## src/csc_pkg.sv

```systemverilog
// Purpose: shared constants and types for clock source start-up control
// Assumes: fuse values are static while the block runs
// Notes: counts above 4096 live as top-level parameters instead
package csc_pkg;
	localparam int ADDR_W = 4;
	localparam int DATA_W = 8;
	localparam int CNT_W = 17;
	localparam logic [3:0] ADDR_TRIM = 4'h0;
	localparam logic [3:0] ADDR_CONTROL = 4'h1;
	localparam logic [3:0] ADDR_STATUS = 4'h2;
	localparam int CTRL_SLEEP_BIT = 0;
	localparam int CTRL_SAVE_BIT = 1;
	localparam int STAT_STATE_LSB = 0;
	localparam int STAT_SRC_LSB = 3;
	localparam int STAT_DIV_BIT = 5;
	localparam int STAT_RSVD_BIT = 6;
	localparam logic FUSE_PROGRAMMED = 1'b0;
	localparam logic [3:0] SEL_EXT = 4'h0;
	localparam logic [3:0] SEL_RC = 4'h2;
	localparam logic [3:0] SEL_LF_LO = 4'h6;
	localparam logic [3:0] SEL_LF_HI = 4'h7;
	localparam logic [3:0] SEL_XTAL_LO = 4'h8;
	localparam logic [1:0] SUT_NONE = 2'h0;
	localparam logic [1:0] SUT_SHORT = 2'h1;
	localparam logic [16:0] CNT_ZERO = 17'h00000;
	localparam logic [16:0] CNT_ONE = 17'h00001;
	localparam logic [16:0] RST_SHORT_CYCLES = 17'h01000;
	localparam logic [16:0] RESET_CK_CYCLES = 17'h0000E;
	localparam logic [16:0] WAKE_RC_CYCLES = 17'h00006;
	localparam logic [16:0] WAKE_258_CYCLES = 17'h00102;
	localparam logic [16:0] WAKE_1K_CYCLES = 17'h00400;
	localparam logic [2:0] DIV_LAST = 3'h7;
	typedef enum logic [1:0] {
		SRC_CRYSTAL = 2'h0,
		SRC_LOWFREQ = 2'h1,
		SRC_RC = 2'h2,
		SRC_EXT = 2'h3
	} csc_source_type;
	typedef enum logic [2:0] {
		ST_LOAD = 3'h0,
		ST_RST_WDT = 3'h1,
		ST_RST_CK = 3'h3,
		ST_RUN = 3'h2,
		ST_SLEEP = 3'h6,
		ST_WAKE = 3'h7
	} csc_state_type;
	typedef struct packed {
		logic [3:0] clockSourceSelect;
		logic [1:0] startupTimeSelect;
		logic divideByEightFuse;
	} csc_fuse_type;
	localparam csc_fuse_type FUSE_DEFAULT = '{4'h2, 2'h2, 1'b0};
	typedef struct packed {
		logic [3:0] addr;
		logic [7:0] wrData;
		logic wrStrobe;
		logic rdStrobe;
	} csc_bus_type;
endpackage

```

## src/csc_pin_sync.sv

```systemverilog
// Purpose: bring an oscillator pin into the clock domain as a rise pulse
// Assumes: pin toggles well below half the system clock rate
// Notes: a change counts once the second and third stages agree
`timescale 1ns/10ps
module csc_pin_sync (
	input wire logic clock,
	input wire logic srst,
	input wire logic pinIn,
	output logic rise
);
	logic [2:0] stage_reg;
	logic [2:0] stage_next;
	logic level_reg;
	logic level_next;
	logic rise_reg;
	logic rise_next;

	// stage 0 feeds only stage 1
	always_comb begin
		stage_next = {stage_reg[1:0], pinIn};
		level_next = level_reg;
		if (stage_reg[1] == stage_reg[2]) begin
			level_next = stage_reg[2];
		end
		rise_next = level_next & ~level_reg;
		if (srst) begin
			// track the pin through reset so release shows no false rise
			level_next = stage_reg[2];
			rise_next = 1'b0;
		end
	end

	always_ff @(posedge clock) begin
		stage_reg <= stage_next;
		level_reg <= level_next;
		rise_reg <= rise_next;
	end

	assign rise = rise_reg;
endmodule

```

## src/csc_startup_control.sv

```systemverilog
// Purpose: clock source decode, start-up delays, trim and clock gating
// Assumes: oscillator pins are slow next to the 50 MHz system clock
// Notes: delays count source or watchdog ticks, never system cycles
//
// Design decisions made here: the address-and-strobe port and the register addresses.
`timescale 1ns/10ps
// Notes on behaviour
// decode source select into four source classes
// fuse bit zero means programmed, one unprogrammed
// wake delay counts selected source ticks first
// reset adds delay counted on watchdog ticks
// reset timeout is 4096 or 65536 watchdog ticks
// default fuses: rc source, longest delay, divide
// trim register loads factory value during reset
// software may overwrite the trim register
// watchdog ticks time reset even with rc
// rc: six tick wake, 14 tick reset tail
// programmed divide fuse gives one tick in eight
// async timer clock survives power-save sleep
// converter clock runs while a conversion is busy
// flash clock gates together with cpu clock
// core clocks stay gated until delay expires
module csc_startup_control #(
	parameter logic [16:0] WAKE_16K_CYCLES = 17'h04000,
	parameter logic [16:0] WAKE_32K_CYCLES = 17'h08000,
	parameter logic [16:0] RST_LONG_CYCLES = 17'h10000
) (
	input wire logic clock,
	input wire logic srst,
	input csc_pkg::csc_bus_type busReq,
	output logic [7:0] rdData,
	input csc_pkg::csc_fuse_type fuses,
	input wire logic [7:0] factoryTrim,
	input wire logic watchdogOscIn,
	input wire logic sourceOscIn,
	input wire logic wakeEvent,
	input wire logic conversionBusy,
	output logic cpuClockEnable,
	output logic ioClockEnable,
	output logic flashInterfaceClockEnable,
	output logic asyncTimerClockEnable,
	output logic converterClockEnable,
	output logic coreTick,
	output logic [7:0] oscillatorTrim
);
	csc_pkg::csc_state_type state_reg;
	csc_pkg::csc_state_type state_next;
	csc_pkg::csc_fuse_type fuse_reg;
	csc_pkg::csc_fuse_type fuse_next;
	csc_pkg::csc_source_type source;
	logic [16:0] cnt_reg;
	logic [16:0] cnt_next;
	logic [16:0] wakeTarget;
	logic [16:0] resetTarget;
	logic [7:0] trim_reg;
	logic [7:0] trim_next;
	logic powerSave_reg;
	logic powerSave_next;
	logic [7:0] rdData_reg;
	logic [7:0] rdData_next;
	logic [2:0] div_reg;
	logic [2:0] div_next;
	logic prescale_reg;
	logic prescale_next;
	logic cpuEn_reg;
	logic cpuEn_next;
	logic flashEn_reg;
	logic ioEn_reg;
	logic asyncEn_reg;
	logic asyncEn_next;
	logic convEn_reg;
	logic convEn_next;
	logic tick_reg;
	logic tick_next;
	logic wdtTick;
	logic srcTick;
	logic sleepCmd;
	logic reservedCode;
	logic ctrlWrite;

	function automatic csc_pkg::csc_source_type decodeSource(
		input logic [3:0] sel);
		if (sel >= csc_pkg::SEL_XTAL_LO) begin
			return csc_pkg::SRC_CRYSTAL;
		end else if (sel == csc_pkg::SEL_LF_LO || sel == csc_pkg::SEL_LF_HI) begin
			return csc_pkg::SRC_LOWFREQ;
		end else if (sel == csc_pkg::SEL_EXT) begin
			return csc_pkg::SRC_EXT;
		end
		// reserved codes fall back to the rc oscillator
		return csc_pkg::SRC_RC;
	endfunction

	function automatic logic isReserved(input logic [3:0] sel);
		return sel < csc_pkg::SEL_LF_LO && sel != csc_pkg::SEL_RC
			&& sel != csc_pkg::SEL_EXT;
	endfunction

	csc_pin_sync u_wdtSync (
		.clock(clock),
		.srst(srst),
		.pinIn(watchdogOscIn),
		.rise(wdtTick)
	);

	csc_pin_sync u_srcSync (
		.clock(clock),
		.srst(srst),
		.pinIn(sourceOscIn),
		.rise(srcTick)
	);

	assign source = decodeSource(fuse_reg.clockSourceSelect);
	assign reservedCode = isReserved(fuse_reg.clockSourceSelect);
	assign ctrlWrite = busReq.wrStrobe && busReq.addr == csc_pkg::ADDR_CONTROL;
	assign sleepCmd = ctrlWrite && busReq.wrData[csc_pkg::CTRL_SLEEP_BIT];

	// wake delay in ticks of the selected source
	always_comb begin
		wakeTarget = csc_pkg::WAKE_RC_CYCLES;
		unique case (source)
			csc_pkg::SRC_CRYSTAL: begin
				if (!fuse_reg.clockSourceSelect[0]
					&& !fuse_reg.startupTimeSelect[1]) begin
					wakeTarget = csc_pkg::WAKE_258_CYCLES;
				end else if (!fuse_reg.clockSourceSelect[0]
					|| fuse_reg.startupTimeSelect == csc_pkg::SUT_NONE) begin
					wakeTarget = csc_pkg::WAKE_1K_CYCLES;
				end else begin
					wakeTarget = WAKE_16K_CYCLES;
				end
			end
			csc_pkg::SRC_LOWFREQ: begin
				wakeTarget = fuse_reg.clockSourceSelect[0] ?
					WAKE_32K_CYCLES : csc_pkg::WAKE_1K_CYCLES;
			end
			csc_pkg::SRC_RC, csc_pkg::SRC_EXT: begin
				wakeTarget = csc_pkg::WAKE_RC_CYCLES;
			end
		endcase
	end

	// extra reset delay in watchdog ticks
	always_comb begin
		resetTarget = RST_LONG_CYCLES;
		if (source == csc_pkg::SRC_CRYSTAL) begin
			unique case ({fuse_reg.clockSourceSelect[0],
				fuse_reg.startupTimeSelect})
				3'h0, 3'h3, 3'h6: resetTarget = csc_pkg::RST_SHORT_CYCLES;
				3'h1, 3'h4, 3'h7: resetTarget = RST_LONG_CYCLES;
				3'h2, 3'h5: resetTarget = csc_pkg::CNT_ZERO;
			endcase
		end else if (fuse_reg.startupTimeSelect == csc_pkg::SUT_NONE) begin
			resetTarget = csc_pkg::CNT_ZERO;
		end else if (fuse_reg.startupTimeSelect == csc_pkg::SUT_SHORT) begin
			resetTarget = csc_pkg::RST_SHORT_CYCLES;
		end
		// reserved setting 11 takes the longest delay as the safe choice
	end

	// start-up sequencer
	always_comb begin
		state_next = state_reg;
		cnt_next = cnt_reg;
		fuse_next = fuse_reg;
		unique case (state_reg)
			csc_pkg::ST_LOAD: begin
				fuse_next = fuses;
				cnt_next = csc_pkg::CNT_ZERO;
				state_next = csc_pkg::ST_RST_WDT;
			end
			csc_pkg::ST_RST_WDT: begin
				if (resetTarget == csc_pkg::CNT_ZERO) begin
					state_next = csc_pkg::ST_RST_CK;
				end else if (wdtTick) begin
					cnt_next = cnt_reg + csc_pkg::CNT_ONE;
					if (cnt_reg == resetTarget - csc_pkg::CNT_ONE) begin
						cnt_next = csc_pkg::CNT_ZERO;
						state_next = csc_pkg::ST_RST_CK;
					end
				end
			end
			csc_pkg::ST_RST_CK: begin
				if (srcTick) begin
					cnt_next = cnt_reg + csc_pkg::CNT_ONE;
					if (cnt_reg == csc_pkg::RESET_CK_CYCLES - csc_pkg::CNT_ONE)
					begin
						cnt_next = csc_pkg::CNT_ZERO;
						state_next = csc_pkg::ST_RUN;
					end
				end
			end
			csc_pkg::ST_RUN: begin
				if (sleepCmd) begin
					state_next = csc_pkg::ST_SLEEP;
				end
			end
			csc_pkg::ST_SLEEP: begin
				if (wakeEvent) begin
					cnt_next = csc_pkg::CNT_ZERO;
					state_next = csc_pkg::ST_WAKE;
				end
			end
			csc_pkg::ST_WAKE: begin
				if (srcTick) begin
					cnt_next = cnt_reg + csc_pkg::CNT_ONE;
					if (cnt_reg == wakeTarget - csc_pkg::CNT_ONE) begin
						cnt_next = csc_pkg::CNT_ZERO;
						state_next = csc_pkg::ST_RUN;
					end
				end
			end
			default: begin
				state_next = csc_pkg::ST_LOAD;
			end
		endcase
		if (srst) begin
			state_next = csc_pkg::ST_LOAD;
			cnt_next = csc_pkg::CNT_ZERO;
			fuse_next = csc_pkg::FUSE_DEFAULT;
		end
	end

	// software registers
	always_comb begin
		trim_next = trim_reg;
		powerSave_next = powerSave_reg;
		rdData_next = 8'h00;
		if (busReq.wrStrobe && busReq.addr == csc_pkg::ADDR_TRIM) begin
			trim_next = busReq.wrData;
		end
		if (ctrlWrite) begin
			powerSave_next = busReq.wrData[csc_pkg::CTRL_SAVE_BIT];
		end
		if (busReq.rdStrobe) begin
			unique case (busReq.addr)
				csc_pkg::ADDR_TRIM: rdData_next = trim_reg;
				csc_pkg::ADDR_CONTROL: begin
					rdData_next[csc_pkg::CTRL_SAVE_BIT] = powerSave_reg;
				end
				csc_pkg::ADDR_STATUS: begin
					rdData_next[csc_pkg::STAT_STATE_LSB +: 3] = state_reg;
					rdData_next[csc_pkg::STAT_SRC_LSB +: 2] = source;
					rdData_next[csc_pkg::STAT_DIV_BIT] = prescale_reg;
					rdData_next[csc_pkg::STAT_RSVD_BIT] = reservedCode;
				end
				default: rdData_next = 8'h00;
			endcase
		end
		if (srst) begin
			// reload every reset, so a warm reset drops software tuning
			trim_next = factoryTrim;
			powerSave_next = 1'b0;
			rdData_next = 8'h00;
		end
	end

	// clock gates and divided core tick
	always_comb begin
		prescale_next = fuse_reg.divideByEightFuse == csc_pkg::FUSE_PROGRAMMED;
		cpuEn_next = state_next == csc_pkg::ST_RUN;
		asyncEn_next = cpuEn_next || powerSave_next;
		convEn_next = cpuEn_next || conversionBusy;
		div_next = div_reg;
		tick_next = 1'b0;
		if (state_reg == csc_pkg::ST_RUN && srcTick) begin
			div_next = div_reg + 3'h1;
			tick_next = !prescale_reg || div_reg == csc_pkg::DIV_LAST;
		end
		if (srst) begin
			prescale_next = 1'b0;
			cpuEn_next = 1'b0;
			asyncEn_next = 1'b0;
			convEn_next = 1'b0;
			div_next = 3'h0;
			tick_next = 1'b0;
		end
	end

	always_ff @(posedge clock) begin
		state_reg <= state_next;
		cnt_reg <= cnt_next;
		fuse_reg <= fuse_next;
		trim_reg <= trim_next;
		powerSave_reg <= powerSave_next;
		rdData_reg <= rdData_next;
		prescale_reg <= prescale_next;
		cpuEn_reg <= cpuEn_next;
		flashEn_reg <= cpuEn_next;
		ioEn_reg <= cpuEn_next;
		asyncEn_reg <= asyncEn_next;
		convEn_reg <= convEn_next;
		div_reg <= div_next;
		tick_reg <= tick_next;
	end

	assign rdData = rdData_reg;
	assign cpuClockEnable = cpuEn_reg;
	assign ioClockEnable = ioEn_reg;
	assign flashInterfaceClockEnable = flashEn_reg;
	assign asyncTimerClockEnable = asyncEn_reg;
	assign converterClockEnable = convEn_reg;
	assign coreTick = tick_reg;
	assign oscillatorTrim = trim_reg;
endmodule

```

## config.mk

```make
export PLATFORM = sky130hd
export DESIGN_NAME = csc_startup_control
export DESIGN_NICKNAME = d
export VERILOG_FILES = /design/src/csc_pkg.sv /design/src/csc_pin_sync.sv /design/src/csc_startup_control.sv
export SDC_FILE = /design/constraint.sdc
export NUM_CORES = 1
export LEC_CHECK = 0
export BUFFER_PORTS_ARGS = -buffer_cell sky130_fd_sc_hd__clkbuf_2
export CORE_MARGIN = 2
export CORE_UTILIZATION = 50
export DETAILED_ROUTE_END_ITERATION = 10
export PLACE_DENSITY_LB_ADDON = 0.12
export REMOVE_ABC_BUFFERS = 1
export SLEW_MARGIN = 20
export SYNTH_ARGS = -nofsm -noshare
export SYNTH_HDL_FRONTEND = slang
export SYNTH_SLANG_ARGS = --single-unit
```

## constraint.sdc

```tcl
create_clock -name clock -period 2.5 [get_ports clock]
set_input_delay 0 -clock clock [delete_from_list [all_inputs] [get_ports clock]]
set_output_delay 0 -clock clock [all_outputs]
set_load 0.05 [all_outputs]
```

==> PnR_summary.wiki <==
{| class="wikitable"
! Metric !! Value
|-
| Core box area || 0.00596 mm²
|-
| Nets || 471
|-
| Proportion of power drawn by flip-flops and latches || 46.5%
|-
| Fraction of synthesis flops using an asynchronous set or reset pin || 0%
|-
| Register-to-register setup slack || 60 ps
|-
| WL final || 7.22 mm
|-
| All-layer global routing usage || around 23%
|-
| First-pass GRT wire length || 11.7 mm
|-
| Setup-violating endpoint count in the final report || 0
|-
| Number of enable flip-flop cells after synthesis || 8
|-
| Critical path's largest stage delay || 510 ps
|-
| Combinational cell fraction of total power || 15.3%
|-
| Final critical-path required period || approximately 2400 ps
|-
| Portion of netlist area occupied by mux cells || 5.27%
|-
| Area post-placement || ~0.0035 mm²
|-
| Largest family of logic cells by synthesized area || simple AND/OR/NAND/NOR gates
|-
| Number of standard cells in the layout, taps in and fillers out || 508
|-
| RSZ-0062 raised after global routing || yes
|-
| Number of buffers on the longest clock path || 2
|-
| Vias in the first global route || 2569
|-
| Clock network power share || a little under two fifths
|-
| Critical Path Fanout Max || 12
|-
| Number of vias after detailed routing || ~2700
|-
| Critical Path RT || 2730 ps
|-
| Count of max-cap constraint violations || 0
|-
| Vias per Instance || 5.35
|-
| Critical Path AT || ~2700 ps
|-
| F_max || 410 MHz
|-
| Number of port buffers || 56
|-
| Antenna diodes || 0
|-
| Final cell utilization of the core || 68.0%
|-
| Sw Pwr || 631 µW
|-
| Synthesis-to-finish area growth || 31.1%
|-
| Sink count of the clock tree || 64
|-
| Total non-filler cell area in the finished layout || 0.00405 mm²
|-
| Top cells by instance count after synthesis || 56 x sky130_fd_sc_hd__dfxtp_1, 35 x sky130_fd_sc_hd__nand2_1, 35 x sky130_fd_sc_hd__nor2_1
|-
| Root buffer cell || sky130_fd_sc_hd__clkbuf_8
|-
| Area share of fa/ha/maj cells after synthesis || approximately 2.8%
|-
| Flip-flop count of the largest register, all copies and words added || 17
|-
| Area share of the largest cell type after synthesis || 36.3%
|-
| Switching share of total power || 26.0%
|-
| Register clock-pin slew on the reported worst setup and hold paths || 60 ps
|-
| Share of post-route cells with drive strength above 1 || 26.6%
|-
| Peak supply drop || about 0.00053 V
|-
| Cell taking the most area after synthesis || sky130_fd_sc_hd__dfxtp_1
|-
| Path category of the worst min-delay check || input port to flop
|-
| Type of origin of the critical path || flop
|-
| Sequential element share of the synthesized area || between 40% and 50%
|-
| Share of the synthesized area in compound gates (AO/OA/AOI/OAI) || 13.8%
|-
| Synth Area per Inst || approximately 9.3 µm²
|-
| Global placer's final weighted congestion || 0.888
|-
| Smallest setup slack after layout || 62.8 ps
|-
| Clock tree skew after final layout || 15.5 ps
|-
| Chip Width || 82.6 µm
|-
| #FFs+latches synth || 64
|-
| Final hold violations || 0
|-
| Max_slew headroom || 65.5%
|-
| Cell Pwr Density || 599 mW/mm²
|-
| Detailed Route Iter0 Violations || 138
|-
| Gate count of the mapped netlist || about 330
|-
| Hpwl dp || 5.14 mm
|-
| Most common cell in the synthesized netlist || sky130_fd_sc_hd__dfxtp_1
|-
| Largest net degree at the start of global routing || 32
|-
| Routed length per instance || roughly 14 µm
|-
| # IOs || 57
|-
| Worst skew pair latency || 350 ps
|-
| Leakage power total || 0.00163 µW
|-
| Setup crit end kind || flop
|-
| Cell-by-cell listing of the critical path || nor3b_4, nor2_1, ha_1, xor2_1, or4b_4, a21oi_4, o21ai_4, o31ai_4, buf_12, nor2_1
|-
| Worst Setup Path Type || flop to flop
|-
| Number of different library cells in the post-synthesis netlist || 60
|-
| Number of antenna violations at the first check in global routing || 0
|-
| Internal power of the cells || 1790 µW
|-
| Initial core utilization || around 52%
|-
| Worst Max-Slew Pin Slew || 512 ps
|-
| CTS Buf Count || 9
|-
| Final slew viol count || 0
|-
| Y dimension of the die || 82.6 µm
|-
| Status || finished, final reports clean
|-
| CTS tree || done
|-
| Pre-CTS setup slack || -29.2 ps
|-
| Dominant cells by area after synthesis || sky130_fd_sc_hd__dfxtp_1 36%, sky130_fd_sc_hd__edfxtp_1 7.8%, sky130_fd_sc_hd__nand2_1 4.3%
|-
| First-pass iteration count of the detailed router || 5
|-
| Synthesized cell area || 0.00309 mm²
|-
| Worst hold slack || 118 ps
|-
| Antenna-violating nets left || 0
|-
| Die area || 0.00682 mm²
|-
| Clock H-tree levels || 3
|-
| Total DRC errors in the routed layout || 0
|-
| Placed cells || 462
|-
| Synth Area in Simple Gates || between 20% and 30%
|-
| Post-synth top flop || sky130_fd_sc_hd__dfxtp_1
|-
| Final period util || 97.5%
|-
| Slowest cell on the critical path || sky130_fd_sc_hd__or4b_4
|-
| Total of warnings raised by yosys || 0
|-
| Total global routing overflow || 0
|-
| Share of the synthesized netlist area taken by xor and xnor gates || 4.54%
|-
| Crit path top cell by count || sky130_fd_sc_hd__nor2_1
|-
| Standard-cell row count || 28
|}
layout by cell type, fill, tap and decap left out, types with 9 or more instances in the layout:
cell	instances
sky130_fd_sc_hd__buf_4	16
sky130_fd_sc_hd__xor2_1	12
sky130_fd_sc_hd__nand3_1	12
sky130_fd_sc_hd__nor2_1	35
sky130_fd_sc_hd__a21oi_1	20
sky130_fd_sc_hd__clkbuf_2	56
sky130_fd_sc_hd__o21ai_0	9
sky130_fd_sc_hd__nand2_1	35
sky130_fd_sc_hd__mux2_2	10
sky130_fd_sc_hd__dlygate4sd3_1	30
sky130_fd_sc_hd__dfxtp_1	55
sky130_fd_sc_hd__inv_1	12
sky130_fd_sc_hd__clkbuf_8	10
metrics by stage:
stage | total power, µW | setup TNS [ps]
final | 2430 | 0
after global routing | 2530 | -1280
after CTS | 2440 | 0
after detailed placement | 1480 | -271
after global placement | 1470 | 0
after floorplan | 1350 | -1040
worst paths after layout:
kind | start | to | cells after the start
worst max-delay path | fuse_reg[6] | cnt_reg[14] | 10
worst min-delay path | busReq[11] | powerSave_reg | 4
worst min register to register | u_srcSync.stage_reg[0] | u_srcSync.stage_reg[1] | 0
worst max register to register | fuse_reg[6] | cnt_reg[14] | 10
kinds of logic after synthesis:
family	Yosys count
AOI/OAI and AO/OA	60
xor gates and xnor gates	16
adders and majority gates	7
buffers and inverters	29
DFF	64
muxes	15
and+or+nand+nor	141
power by group through the flow:
stage | logic [µW] | registers [µW] | clock network (µW)
2_1_floorplan | 144 | 1200 | 0
3_3_place_gp | 320 | 1150 | 0
3_5_place_dp | 327 | 1150 | 0
4_1_cts | 367 | 1130 | 943
5_1_grt | 406 | 1140 | 986
6_report | 372 | 1130 | 926
final cells by class:
type / count / area, µm²
clock inverters: 2 / 37.5
fillers: 495 / 1910
well taps: 75 / 93.8
inverters: 12 / 45.0
clock buffers: 13 / 170
flip-flops and latches: 64 / 1370
repair buffers: 103 / 721
multi-input cells: 239 / 1620
metal layers:
layer  routed length, µm  GRT usage (%)  share of wire (%)
met1                3450           28.4                 48
met2                3360           38.4                 46
met3                 260           4.35                3.6
met4                 156           10.7                2.2
met5                   0              0                  0
worst max-delay path, delay by kind of cell, from the launching register on:
family	cells	cell delay, ps
adders and majority gates	1	300
DFF	1	360
buffers and inverters	1	160
AOI/OAI and AO/OA	3	510
xor gates and xnor gates	1	160
and+or+nand+nor	4	820
repair_timing:
item | in CTS | in global routing
gates resized for setup | 1 | 7
endpoints found under the setup margin | 14 | 20
hold buffers | 30 | 0
pin swaps | 0 | 5
setup buffers | 0 | 1
endpoints found under the hold margin | 21 | 0
(Power assumes the default switching activity.)
